$ cat src/hw/dps_cfg.svh
// constants for the debug port select and enable block
`ifndef DPS_CFG_SVH
`define DPS_CFG_SVH

// system clock period in ns
`define DPS_CLK_PERIOD_NS 100
// post-reset key window in ns, longest time so it rounds down
`define DPS_KEY_WINDOW_NS 8000
`define DPS_KEY_WINDOW_CYC (`DPS_KEY_WINDOW_NS / `DPS_CLK_PERIOD_NS)
// width of the key window counter
`define DPS_WIN_W 8
// boot count, reached after reset release, at which the lock strap is taken
`define DPS_BOOT_CYC 2'h3
// key sequence length and value (value is arbitrary)
`define DPS_KEY_LEN 8
`define DPS_SWD_KEY 8'hB4
// width of the key bit counter
`define DPS_KCNT_W 5
// reset values of the control flags
`define DPS_RST_DEBUG 1'h0
`define DPS_RST_BLOCKED 1'h0
`define DPS_RST_REEN 1'h0
// claim mask bit positions
`define DPS_PIN_TCK 0
`define DPS_PIN_TMS 1
`define DPS_PIN_TDI 2
`define DPS_PIN_TDO 3
`define DPS_PIN_TRST 4
`define DPS_PIN_USB_DP 5
`define DPS_PIN_USB_DM 6
`define DPS_PIN_N 7

`endif

$ cat src/hw/dps_pkg.sv
// types for the debug port select and enable block
package dps_pkg;

  // acquisition state of the debug ports
  typedef enum logic [2:0] {
    st_boot,
    st_window,
    st_idle,
    st_swd_scan,
    st_swd_usb,
    st_locked
  } dps_state_t;

  // candidate pin pair for the two-wire port
  typedef enum logic {
    pair_scan,
    pair_usb
  } dps_pair_t;

endpackage

$ cat src/hw/dps_key_detect.sv
// key sequence detector for one candidate pin pair
`timescale 1ns/1ps
`include "dps_cfg.svh"

module dps_key_detect
  import dps_pkg::*;
#(
  parameter int                  KEY_LEN = `DPS_KEY_LEN,
  parameter logic [KEY_LEN-1:0]  KEY     = `DPS_SWD_KEY
) (
  input  wire logic sys_clk,
  input  wire logic arst_n,
  input  wire logic open_win,
  input  wire logic clk_s,
  input  wire logic data_s,
  output logic      hit
);

  logic                   clk_prev;
  logic [KEY_LEN-1:0]     shreg;
  logic [`DPS_KCNT_W-1:0] nbits;
  logic                   rise;
  logic                   full;
  logic [KEY_LEN-1:0]     next_shreg;

  // a link clock edge is seen only while the link stays below
  // half the system clock
  assign rise       = clk_s & ~clk_prev;
  assign full       = (nbits >= `DPS_KCNT_W'(KEY_LEN));
  assign next_shreg = {shreg[KEY_LEN-2:0], data_s};

  // shift one data bit on each rising link clock edge while the window is open
  always_ff @(posedge sys_clk or negedge arst_n) begin
    if (!arst_n) begin
      clk_prev <= 1'h0;
      shreg    <= '0;
      nbits    <= '0;
    end else begin
      clk_prev <= clk_s;
      if (open_win && rise) begin
        shreg <= next_shreg;
        if (!full) begin
          nbits <= nbits + `DPS_KCNT_W'(1);
        end
      end
    end
  end

  // match once a whole key has been shifted in during the window
  always_ff @(posedge sys_clk or negedge arst_n) begin
    if (!arst_n) begin
      hit <= 1'h0;
    end else begin
      hit <= open_win && full && (shreg == KEY);
    end
  end

endmodule // dps_key_detect

$ cat src/hw/dps_port_select.sv
// pin ownership and enables for the scan and two-wire debug ports
`timescale 1ns/1ps
`include "dps_cfg.svh"

// Overview of operation
// - debug off at reset, firmware alone enables
// - unenabled debug returns only after erase, reprogram; here a reset also clears the block
// - security lock shuts every port for good
// - claim 0, 4/5, 2, 3 or 6/7 pins (scan port plus usb pair)
// - scan port on four or five pins
// - scan port on by default, option disables
// - two-wire port debugs, no chain access
// - two-wire on scan pair or usb pair
// - key within window picks exactly one pair
// - scan path enables two-wire, or disable it
// - key window always reacquires, may reenable scan
// - scan port gives chains and device chaining
// - trace out on data-out, two-wire only
module dps_port_select
  import dps_pkg::*;
#(
  parameter bit                   HAS_TRST = 1'b1,
  parameter int                   KEY_LEN  = `DPS_KEY_LEN,
  parameter logic [KEY_LEN-1:0]   KEY      = `DPS_SWD_KEY
) (
  input  wire logic sys_clk,
  input  wire logic arst_n,
  input  wire logic security_lock,
  input  wire logic cfg_scan_disable,
  input  wire logic cfg_swd_via_scan,
  input  wire logic cfg_swd_disable,
  input  wire logic fw_debug_set,
  input  wire logic fw_boot_done,
  input  wire logic chip_erase_done,
  input  wire logic flash_prot_clear,
  input  wire logic swd_scan_reenable,
  input  wire logic trace_req,
  input  wire logic trace_bit,
  input  wire logic scan_tdo,
  input  wire logic swd_dio_out,
  input  wire logic swd_dio_oe,
  input  wire logic tck_in,
  input  wire logic tms_in,
  input  wire logic tdi_in,
  input  wire logic trst_n_in,
  input  wire logic usb_dp_in,
  input  wire logic usb_dm_in,
  output logic      tms_out,
  output logic      tms_oe,
  output logic      tdo_out,
  output logic      tdo_oe,
  output logic      usb_dp_out,
  output logic      usb_dp_oe,
  output logic      scan_en,
  output logic      scan_tck,
  output logic      scan_tms,
  output logic      scan_tdi,
  output logic      scan_trst_n,
  output logic      chain_access_en,
  output logic      swd_en,
  output logic      swd_on_usb,
  output logic      swd_clk,
  output logic      swd_dio_in,
  output logic      trace_en,
  output logic      on_chip_debug,
  output logic      dbg_circuit_en,
  output logic      dbg_blocked,
  output logic      usb_io_pins_claimed,
  output logic [2:0] pins_claimed
);

  ////////////////////////////////////////////////////////////////////////
  // input synchronisers

  localparam int SYN_N = 10;

  logic [SYN_N-1:0] sync1;
  logic [SYN_N-1:0] sync2;
  logic             s_lock;
  logic             s_scan_dis;
  logic             s_swd_via;
  logic             s_swd_dis;
  logic             s_tck;
  logic             s_tms;
  logic             s_tdi;
  logic             s_trst_n;
  logic             s_usb_dp;
  logic             s_usb_dm;

  // two flops on every pin and strap; only sync2 is read
  always_ff @(posedge sys_clk or negedge arst_n) begin
    if (!arst_n) begin
      sync1 <= '0;
      sync2 <= '0;
    end else begin
      sync1 <= {security_lock, cfg_scan_disable, cfg_swd_via_scan,
                cfg_swd_disable, tck_in, tms_in, tdi_in, trst_n_in,
                usb_dp_in, usb_dm_in};
      sync2 <= sync1;
    end
  end

  assign {s_lock, s_scan_dis, s_swd_via, s_swd_dis, s_tck, s_tms, s_tdi,
          s_trst_n, s_usb_dp, s_usb_dm} = sync2;

  ////////////////////////////////////////////////////////////////////////
  // key detection on both candidate pairs

  dps_state_t            state;
  dps_state_t            next_state;
  logic [1:0]            boot_cnt;
  logic [`DPS_WIN_W-1:0] win_cnt;
  logic                  win_open;
  logic                  win_last;
  logic                  hit_scan;
  logic                  hit_usb;

  assign win_open = (state == st_window);
  assign win_last = (win_cnt == `DPS_WIN_W'(`DPS_KEY_WINDOW_CYC - 1));

  // scan pair: clock on scan clock, data on mode select
  dps_key_detect #(
    .KEY_LEN (KEY_LEN),
    .KEY     (KEY)
  ) u_key_scan (
    .sys_clk  (sys_clk),
    .arst_n   (arst_n),
    .open_win (win_open),
    .clk_s    (s_tck),
    .data_s   (s_tms),
    .hit      (hit_scan)
  );

  // usb pair: clock on D-, data on D+
  dps_key_detect #(
    .KEY_LEN (KEY_LEN),
    .KEY     (KEY)
  ) u_key_usb (
    .sys_clk  (sys_clk),
    .arst_n   (arst_n),
    .open_win (win_open),
    .clk_s    (s_usb_dm),
    .data_s   (s_usb_dp),
    .hit      (hit_usb)
  );

  ////////////////////////////////////////////////////////////////////////
  // acquisition state machine

  // boot waits for the strap, window then picks at most one pair
  always_comb begin
    next_state = state;
    case (state)
      st_boot: begin
        if (boot_cnt == `DPS_BOOT_CYC) begin
          next_state = s_lock ? st_locked : st_window;
        end
      end
      st_window: begin
        if (hit_scan) begin
          next_state = st_swd_scan;
        end else if (hit_usb) begin
          next_state = st_swd_usb;
        end else if (win_last) begin
          next_state = st_idle;
        end
      end
      default: next_state = state;
    endcase
  end

  // state, boot delay and window counter
  always_ff @(posedge sys_clk or negedge arst_n) begin
    if (!arst_n) begin
      state    <= st_boot;
      boot_cnt <= 2'h0;
      win_cnt  <= '0;
    end else begin
      state <= next_state;
      if (state == st_boot) begin
        boot_cnt <= boot_cnt + 2'h1;
      end
      if (win_open) begin
        win_cnt <= win_cnt + `DPS_WIN_W'(1);
      end
    end
  end

  ////////////////////////////////////////////////////////////////////////
  // debug enable flags

  logic scan_reen;

  // firmware alone sets debug; a boot without it blocks until reset or until erase with flash protection cleared
  always_ff @(posedge sys_clk or negedge arst_n) begin
    if (!arst_n) begin
      on_chip_debug <= `DPS_RST_DEBUG;
      dbg_blocked   <= `DPS_RST_BLOCKED;
    end else begin
      if (fw_debug_set && !dbg_blocked && state != st_locked) begin
        on_chip_debug <= 1'h1;
      end
      if (fw_boot_done && !on_chip_debug) begin
        dbg_blocked <= 1'h1;
      end else if (chip_erase_done && flash_prot_clear) begin
        dbg_blocked <= 1'h0;
      end
    end
  end

  // an acquired two-wire port may hand the scan pins back
  always_ff @(posedge sys_clk or negedge arst_n) begin
    if (!arst_n) begin
      scan_reen <= `DPS_RST_REEN;
    end else if (swd_scan_reenable &&
                 (state == st_swd_scan || state == st_swd_usb)) begin
      scan_reen <= 1'h1;
    end
  end

  ////////////////////////////////////////////////////////////////////////
  // pin ownership decode

  logic                  live;
  logic                  swd_scan_w;
  logic                  swd_usb_w;
  logic                  scan_en_w;
  logic                  trace_w;
  logic [`DPS_PIN_N-1:0] claim_w;

  // count of claimed pins
  function automatic logic [2:0] claim_count(
    input logic [`DPS_PIN_N-1:0] m
  );
    logic [2:0] n;
    n = 3'h0;
    for (int i = 0; i < `DPS_PIN_N; i++) begin
      n = n + {2'h0, m[i]};
    end
    return n;
  endfunction

  assign live       = (state != st_boot) && (state != st_locked);
  // key or scan-side config puts the two-wire port on scan pins
  assign swd_scan_w = live && !scan_reen && ((state == st_swd_scan) ||
                      (state == st_idle && s_swd_via && !s_swd_dis));
  assign swd_usb_w  = live && (state == st_swd_usb);
  // scan port on by default unless the option clears it
  assign scan_en_w  = live && !swd_scan_w && (!s_scan_dis || scan_reen);
  assign trace_w    = trace_req && (swd_scan_w || swd_usb_w) &&
                      !scan_en_w;
  assign claim_w[`DPS_PIN_TCK]    = scan_en_w || swd_scan_w;
  assign claim_w[`DPS_PIN_TMS]    = scan_en_w || swd_scan_w;
  assign claim_w[`DPS_PIN_TDI]    = scan_en_w;
  assign claim_w[`DPS_PIN_TDO]    = scan_en_w || trace_w;
  assign claim_w[`DPS_PIN_TRST]   = scan_en_w && HAS_TRST;
  assign claim_w[`DPS_PIN_USB_DP] = swd_usb_w;
  assign claim_w[`DPS_PIN_USB_DM] = swd_usb_w;

  ////////////////////////////////////////////////////////////////////////
  // registered enables and routing

  // enables and claim count
  always_ff @(posedge sys_clk or negedge arst_n) begin
    if (!arst_n) begin
      scan_en             <= 1'h0;
      chain_access_en     <= 1'h0;
      swd_en              <= 1'h0;
      swd_on_usb          <= 1'h0;
      trace_en            <= 1'h0;
      dbg_circuit_en      <= 1'h0;
      usb_io_pins_claimed <= 1'h0;
      pins_claimed        <= 3'h0;
    end else begin
      scan_en             <= scan_en_w;
      chain_access_en     <= scan_en_w;
      swd_en              <= swd_scan_w || swd_usb_w;
      swd_on_usb          <= swd_usb_w;
      trace_en            <= trace_w;
      dbg_circuit_en      <= on_chip_debug && live;
      usb_io_pins_claimed <= swd_usb_w;
      pins_claimed        <= claim_count(claim_w);
    end
  end

  // scan port signals to the test access logic
  always_ff @(posedge sys_clk or negedge arst_n) begin
    if (!arst_n) begin
      scan_tck    <= 1'h0;
      scan_tms    <= 1'h0;
      scan_tdi    <= 1'h0;
      scan_trst_n <= 1'h0;
    end else begin
      scan_tck    <= scan_en_w && s_tck;
      scan_tms    <= scan_en_w && s_tms;
      scan_tdi    <= scan_en_w && s_tdi;
      scan_trst_n <= scan_en_w && (!HAS_TRST || s_trst_n);
    end
  end

  // two-wire clock and data from the owning pair
  always_ff @(posedge sys_clk or negedge arst_n) begin
    if (!arst_n) begin
      swd_clk    <= 1'h0;
      swd_dio_in <= 1'h0;
    end else begin
      swd_clk    <= (swd_scan_w && s_tck) || (swd_usb_w && s_usb_dm);
      swd_dio_in <= (swd_scan_w && s_tms) || (swd_usb_w && s_usb_dp);
    end
  end

  // pin drivers; data-out carries trace or scan data
  always_ff @(posedge sys_clk or negedge arst_n) begin
    if (!arst_n) begin
      tms_out    <= 1'h0;
      tms_oe     <= 1'h0;
      usb_dp_out <= 1'h0;
      usb_dp_oe  <= 1'h0;
      tdo_out    <= 1'h0;
      tdo_oe     <= 1'h0;
    end else begin
      tms_out    <= swd_dio_out;
      tms_oe     <= swd_scan_w && swd_dio_oe;
      usb_dp_out <= swd_dio_out;
      usb_dp_oe  <= swd_usb_w && swd_dio_oe;
      tdo_out    <= trace_w ? trace_bit : scan_tdo;
      tdo_oe     <= scan_en_w || trace_w;
    end
  end
endmodule // dps_port_select

$ cat config.mk
export PLATFORM = sky130hd
export DESIGN_NAME = dps_port_select
export DESIGN_NICKNAME = d
export VERILOG_FILES = /design/src/hw/dps_pkg.sv /design/src/hw/dps_key_detect.sv /design/src/hw/dps_port_select.sv
export VERILOG_INCLUDE_DIRS = /design/src /design/src/hw
export SDC_FILE = /design/constraint.sdc
export NUM_CORES = 1
export LEC_CHECK = 0
export BUFFER_PORTS_ARGS = -buffer_cell sky130_fd_sc_hd__clkbuf_2
export CAP_MARGIN = 0
export CORE_MARGIN = 1.5
export CORE_UTILIZATION = 42
export CTS_CLUSTER_DIAMETER = 100
export DETAILED_ROUTE_END_ITERATION = 6
export GPL_TIMING_DRIVEN = 0
export PLACE_DENSITY = 0.65
export SLEW_MARGIN = 20
export SYNTH_ARGS = -nofsm -noshare
export SYNTH_HDL_FRONTEND = slang
export SYNTH_SLANG_ARGS = --single-unit
$ cat constraint.sdc
create_clock -name sys_clk -period 1.6 [get_ports sys_clk]
set_input_delay 0.16 -clock sys_clk [delete_from_list [all_inputs] [get_ports sys_clk]]
set_output_delay 0.16 -clock sys_clk [all_outputs]
set_load 0.01 [all_outputs]
**Word level (Yosys, flattened, before mapping)**

Index checks and enable logic that the tools add are counted.

- Input bits: 22
- Output and inout bits: 24
- Register bits after elaboration: 85
- Word-level logic and storage cells: 125

- Mux-type cells: 9
- Equal/unequal tests: 11
- Bitwise operators: 6
- Order comparisons: 2
- Reductions and logical operators: 54
- Add/sub/neg operators: 10

Operators by type and width:

| kind | count |
|---|---|
| logical AND 1 bit | 32 |
| equality test 8 bit (second input constant) | 2 |
| two-way mux 3 bit | 5 |
| adder 3 x 1 -> 3 bit | 4 |
| adder 5 x 1 -> 5 bit (second input constant) | 2 |
| greater-or-equal comparator 5 x 4 -> 1 bit (second input constant) | 2 |
| adder 8 x 1 -> 8 bit (second input constant) | 1 |
| equality test 8 x 7 -> 1 bit (second input constant) | 1 |
| logical OR 1 bit | 8 |
| logical NOT 1 bit | 7 |
| equality test 3 x 2 -> 1 bit (second input constant) | 2 |
| one-hot mux 3 bit (2 select lines) | 1 |
| inequality test 4 x 3 -> 1 bit (second input constant) | 1 |
| inverter 1 bit | 4 |
| AND reduction 2 bit | 2 |
| nonzero test 2 bit | 2 |
| adder 2 x 1 -> 3 bit | 1 |
| equality test 3 x 1 -> 1 bit (second input constant) | 1 |
| equality test 3 bit (second input constant) | 1 |
| logical NOT 3 bit | 1 |
| two-way mux 1 bit | 3 |
| inequality test 3 bit (second input constant) | 1 |
| AND reduction 3 bit | 1 |
| nonzero test 3 bit | 1 |
| other kinds (5) | 6 |

**Longest topological paths before layout**

- Depth after elaboration: 15
- Gate-level depth with buffers: 6
- Gate-level depth less buffers: 5

**Cells and area by module**

Synthesis repeated with hierarchy kept, for this count alone.

- Cells, all modules: 213
- Area total of the unflattened synthesis: 3,153.0 µm²

Modules (own cells, without submodules):

| module | instances | area each (µm²) | cells an instance |
|---|---|---|---|
| dps_port_select | 1 | 1,964.4 | 139 |
| dps_key_detect | 2 | 594.3 | 37 |

**Worst setup path before layout**

Ideal clock, no wire load.

- Path type: flip-flop to flip-flop
- Start point: register state[1]
- End point: register tdo_out
- Buffers on the path: 1
- Cell stages (with the launch flop): 6
- Setup time: 0.125 ns
- Required time: 1.475 ns
- Slack: -0.035 ns
- Period minus slack after synthesis: 1.635 ns
- Data arrival time: 1.510 ns
- Cell sequence: dfrtp_1 buf_2 nor3b_2 nand2_1 a21boi_2 mux2_2

RTL lines:

| element | RTL line | source |
|---|---|---|
| from (decl) | dps_port_select.sv:109 | `dps_state_t state;` |
| from (signal assigned) | dps_port_select.sv:175 | `state <= st_boot;` |
| from (signal assigned) | dps_port_select.sv:179 | `state <= next_state;` |
| inequality test 3 bit / nonzero test 3 bit (equally long branches) | dps_port_select.sv:243 | `assign live = (state != st_boot) && (state != st_locked);` |
| logical AND 1 bit | dps_port_select.sv:243 |  |
| logical AND 1 bit * | dps_port_select.sv:247 | `assign swd_usb_w = live && (state == st_swd_usb);` |
| net claim_w[5] | dps_port_select.sv:229 | `` logic [`DPS_PIN_N-1:0] claim_w; `` |
| logical OR 1 bit * | dps_port_select.sv:250 | `assign trace_w = trace_req && (swd_scan_w \|\| swd_usb_w) &&` |
| logical AND 1 bit * (2 in series) | dps_port_select.sv:250 |  |
| net trace_w | dps_port_select.sv:228 | `logic trace_w;` |
| two-way mux 1 bit * | dps_port_select.sv:326 | `tdo_out <= trace_w ? trace_bit : scan_tdo;` |
| to (signal assigned) | dps_port_select.sv:326 |  |
| to (decl) | dps_port_select.sv:50 | `output logic tdo_out,` |

Mark *: on every way through the listed nets, which the timed path passes. The rest lies on a longest branch.
A chain may end at the register's enable or synchronous reset.

**Worst setup path after layout**

- Start point: register state[2]
- End point: register u_key_usb.nbits[1]

- Cells in the longest elaborated chain, start to end: 3

Ends and longest elaborated chain:

| element | RTL line | source |
|---|---|---|
| equality test 3 x 1 -> 1 bit | dps_port_select.sv:118 | `assign win_open = (state == st_window);` |
| logical AND 1 bit | dps_key_detect.sv:40 | `if (open_win && rise) begin` |
| AND reduction 2 bit (no line) | - |  |
| to (signal assigned) | dps_key_detect.sv:43 | `` nbits <= nbits + `DPS_KCNT_W'(1); `` |
| to (decl) | dps_key_detect.sv:21 | `` logic [`DPS_KCNT_W-1:0] nbits; `` |

Every way passes these cells.

==> flow_metrics.tcl <==
set metrics [dict create \
    synth_edf_count 0 \
    netlist_area_mm2 0.00314 \
    cts_root_buf "clkbuf_8" \
    start_util 0.434 \
    cap_viol_max_count 0 \
    fin_total_pwr_uw 6310 \
    grt_usage 0.146 \
    dp.cells 368 \
    drive_above_1_share 0.409 \
    viasPerCell 4.69 \
    routed_wl_mm 5.42 \
    leakage_uw 0.00196 \
    instances_no_fill 407 \
    numCtsBuffers 9 \
    ys.flop_type "dfrtp_1" \
    post-route-min-period_ns 1.66 \
    cts_htree_levels 3 \
    cts.sinks 84 \
    avgSynthCellArea_um2 14.1 \
    syn_inst 223 \
    final_cell_mix "84 x dfrtp_1, 44 x clkbuf_2, 18 x mux2_2, 13 x buf_4, 12 x dlygate4sd3_1" \
    peakVddDrop_mv 0.614 \
    synth-async-reset-ratio 1.00 \
    wire_per_inst_um 13.3 \
    rows 31 \
    clk_latency_ns 0.36 \
    n_antenna_cell 0 \
    dieWidth_um 89.5 \
    grt_max_degree 46 \
    grt.overflow.total 0 \
    die_area_mm2 0.00801 \
    yosysUniqueCellTypes 42 \
    hpwl_mm 3.33 \
    syn_to_final_growth_pct 29.1 \
    ys_seq_area_frac 0.669 \
    grt_pass1_wl_mm 8.51 \
    final_core_util 0.560 \
    path_class "flip-flop to flip-flop" \
    nNetsFinal 331 \
    worstSetupStartpointType "flip-flop" \
    period_share 1.04 \
    layout.area.seq_mm2 0.00210 \
    cts_tree "built" \
    mostFrequentLayoutCell "dfrtp_1" \
    antenna_found_initial 0 \
    num_vias 1907 \
    required_ns 1.85 \
    p_per_area_mw_per_mm2 1550 \
    ys_seq_elements 84 \
    synth_fp_nets 251 \
    route.detailed.drc 0 \
    end_kind "flip-flop" \
    fillers 617 \
    grt_pass1_vias 1834 \
    ys_warn_count 0 \
    dr.pass1.iters 4 \
    routabilityCongestion 0.703 \
    io_pins 46 \
    rsz0062_at_grt "true" \
    cts_buffer_depth 2 \
    critical_path_arrival_ns 1.90 \
    violations "setup timing" \
    setup_viol 5 \
    max_freq_ghz 0.603 \
    outcome "finished, violations left" \
    coreArea_mm2 0.00725 \
    drt-initial-drc-count 72 \
    clock_skew_ns 0.0105 \
    worstMarginPinSlew_ns 0.566 \
    slew_violations 0 \
    relSlewSlack 0.622 \
    setup_slack_ns -0.0576 \
    multi_input_area_mm2 0.00105 \
    port_buffers 45 \
    clk_pin_slew_ns 0.09 \
    finalHoldViolCount 0 \
    hold_class "input pin to flip-flop" \
    die_y_um 89.5 \
    crit_fanout 9 \
    ant_nets 0 \
]
## final timing paths
path / slack [ns] / cells past startpoint / startpoint / to
setup reg to reg: -0.06 / 5 / state[2] / u_key_usb.nbits[1]
hold / removal: 0.02 / 2 / swd_dio_oe / usb_dp_oe
hold reg to reg: 0.35 / 0 / sync1[4] / sync2[4]
setup / recovery: -0.06 / 5 / state[2] / u_key_usb.nbits[1]
min in group asynchronous: 0.36 / 2 / arst_n / tdo_out
max in group asynchronous: 0.64 / 3 / arst_n / sync2[0]
## cell families (layout without fill, tap and decap cells)
logic type	after synthesis	in the layout	share of synthesized area
multiplexers	20	20	0.0740
AO/OA/AOI/OAI	20	20	0.0462
flip-flops	84	84	0.669
adder cells (fa/ha/maj)	6	6	0.0239
AND/OR/NAND/NOR	61	61	0.120
buffers and inverters	19	104	0.0314
XOR/XNOR	13	13	0.0362
## power by group
group / internal, uW / switching [uW] / total, uW
Clock: 749 / 814 / 1560
Sequential: 2610 / 304 / 2920
Combinational: 956 / 871 / 1830
## per-stage QoR
| step | worst slack (ns) | hold slack (ns) | area (um^2) | TNS, ns |
|---|---|---|---|---|
| final | -0.0576 | 0.0219 | 4060 | -0.224 |
| after global routing | -0.139 | 0.0268 | 4060 | -0.704 |
| after CTS | -0.0904 | 0.00761 | 3910 | -0.731 |
| after detailed placement | -0.215 | 0.215 | 3530 | -3.64 |
| after global placement | -0.477 | 0.269 | 3500 | -43.62 |
| after floorplan | -0.0261 | -0.136 | 3150 | -0.0478 |
## worst max-delay path, cell delays in order (launching register included)
cell	delay (ns)
dfrtp_1	0.38
buf_6	0.14
nor3b_4	0.23
nand3b_1	0.14
or3_4	0.36
mux2_4	0.30
## per-layer routing
| layer | share of wire | vias to the layer above | GRT usage |
|---|---|---|---|
| li1 | - | 915 | - |
| met1 | 0.45 | 935 | 0.188 |
| met2 | 0.48 | 47 | 0.220 |
| met3 | 0.044 | 10 | 0.0397 |
| met4 | 0.023 | 0 | 0.0853 |
| met5 | 0 | - | 0 |
## Yosys cell counts (4+ instances only)
master,n,share of area
xnor2_1,8,0.022
dfrtp_1,84,0.67
buf_4,4,0.0096
ha_1,6,0.024
and2_1,6,0.012
nand2_1,11,0.013
inv_1,7,0.0084
xor2_1,5,0.014
nor2_1,9,0.011
buf_2,4,0.0064
o21ai_0,4,0.0064
mux2_2,18,0.064
## what timing repair did
action	in CTS	in global routing
pin swaps	3	8
endpoints found under the hold margin	50	0
endpoints found under the setup margin	36	38
gates resized for setup	9	22
gates cloned	0	1
hold buffers	12	0
setup buffers	4	6
## area by class of cell
cell class	count	share of cell area
inverter	7	0.00647
timing repair buffer	69	0.114
clock buffer	9	0.0305
tap	99	0.0305
clock inverter	7	0.0200
multi-input combinational	120	0.259
buffer	12	0.0219
sequential	84	0.518
## sequential cells by signal, indices dropped and copies added, names as in the netlist, 2 cells and up
signal and count:
boot_cnt 2, pins_claimed 3, state 3, sync1 10, sync2 10, u_key_scan.nbits 5, u_key_scan.shreg 8, u_key_usb.nbits 5
u_key_usb.shreg 8, win_cnt 8
Power figures use the tool's default switching activity.
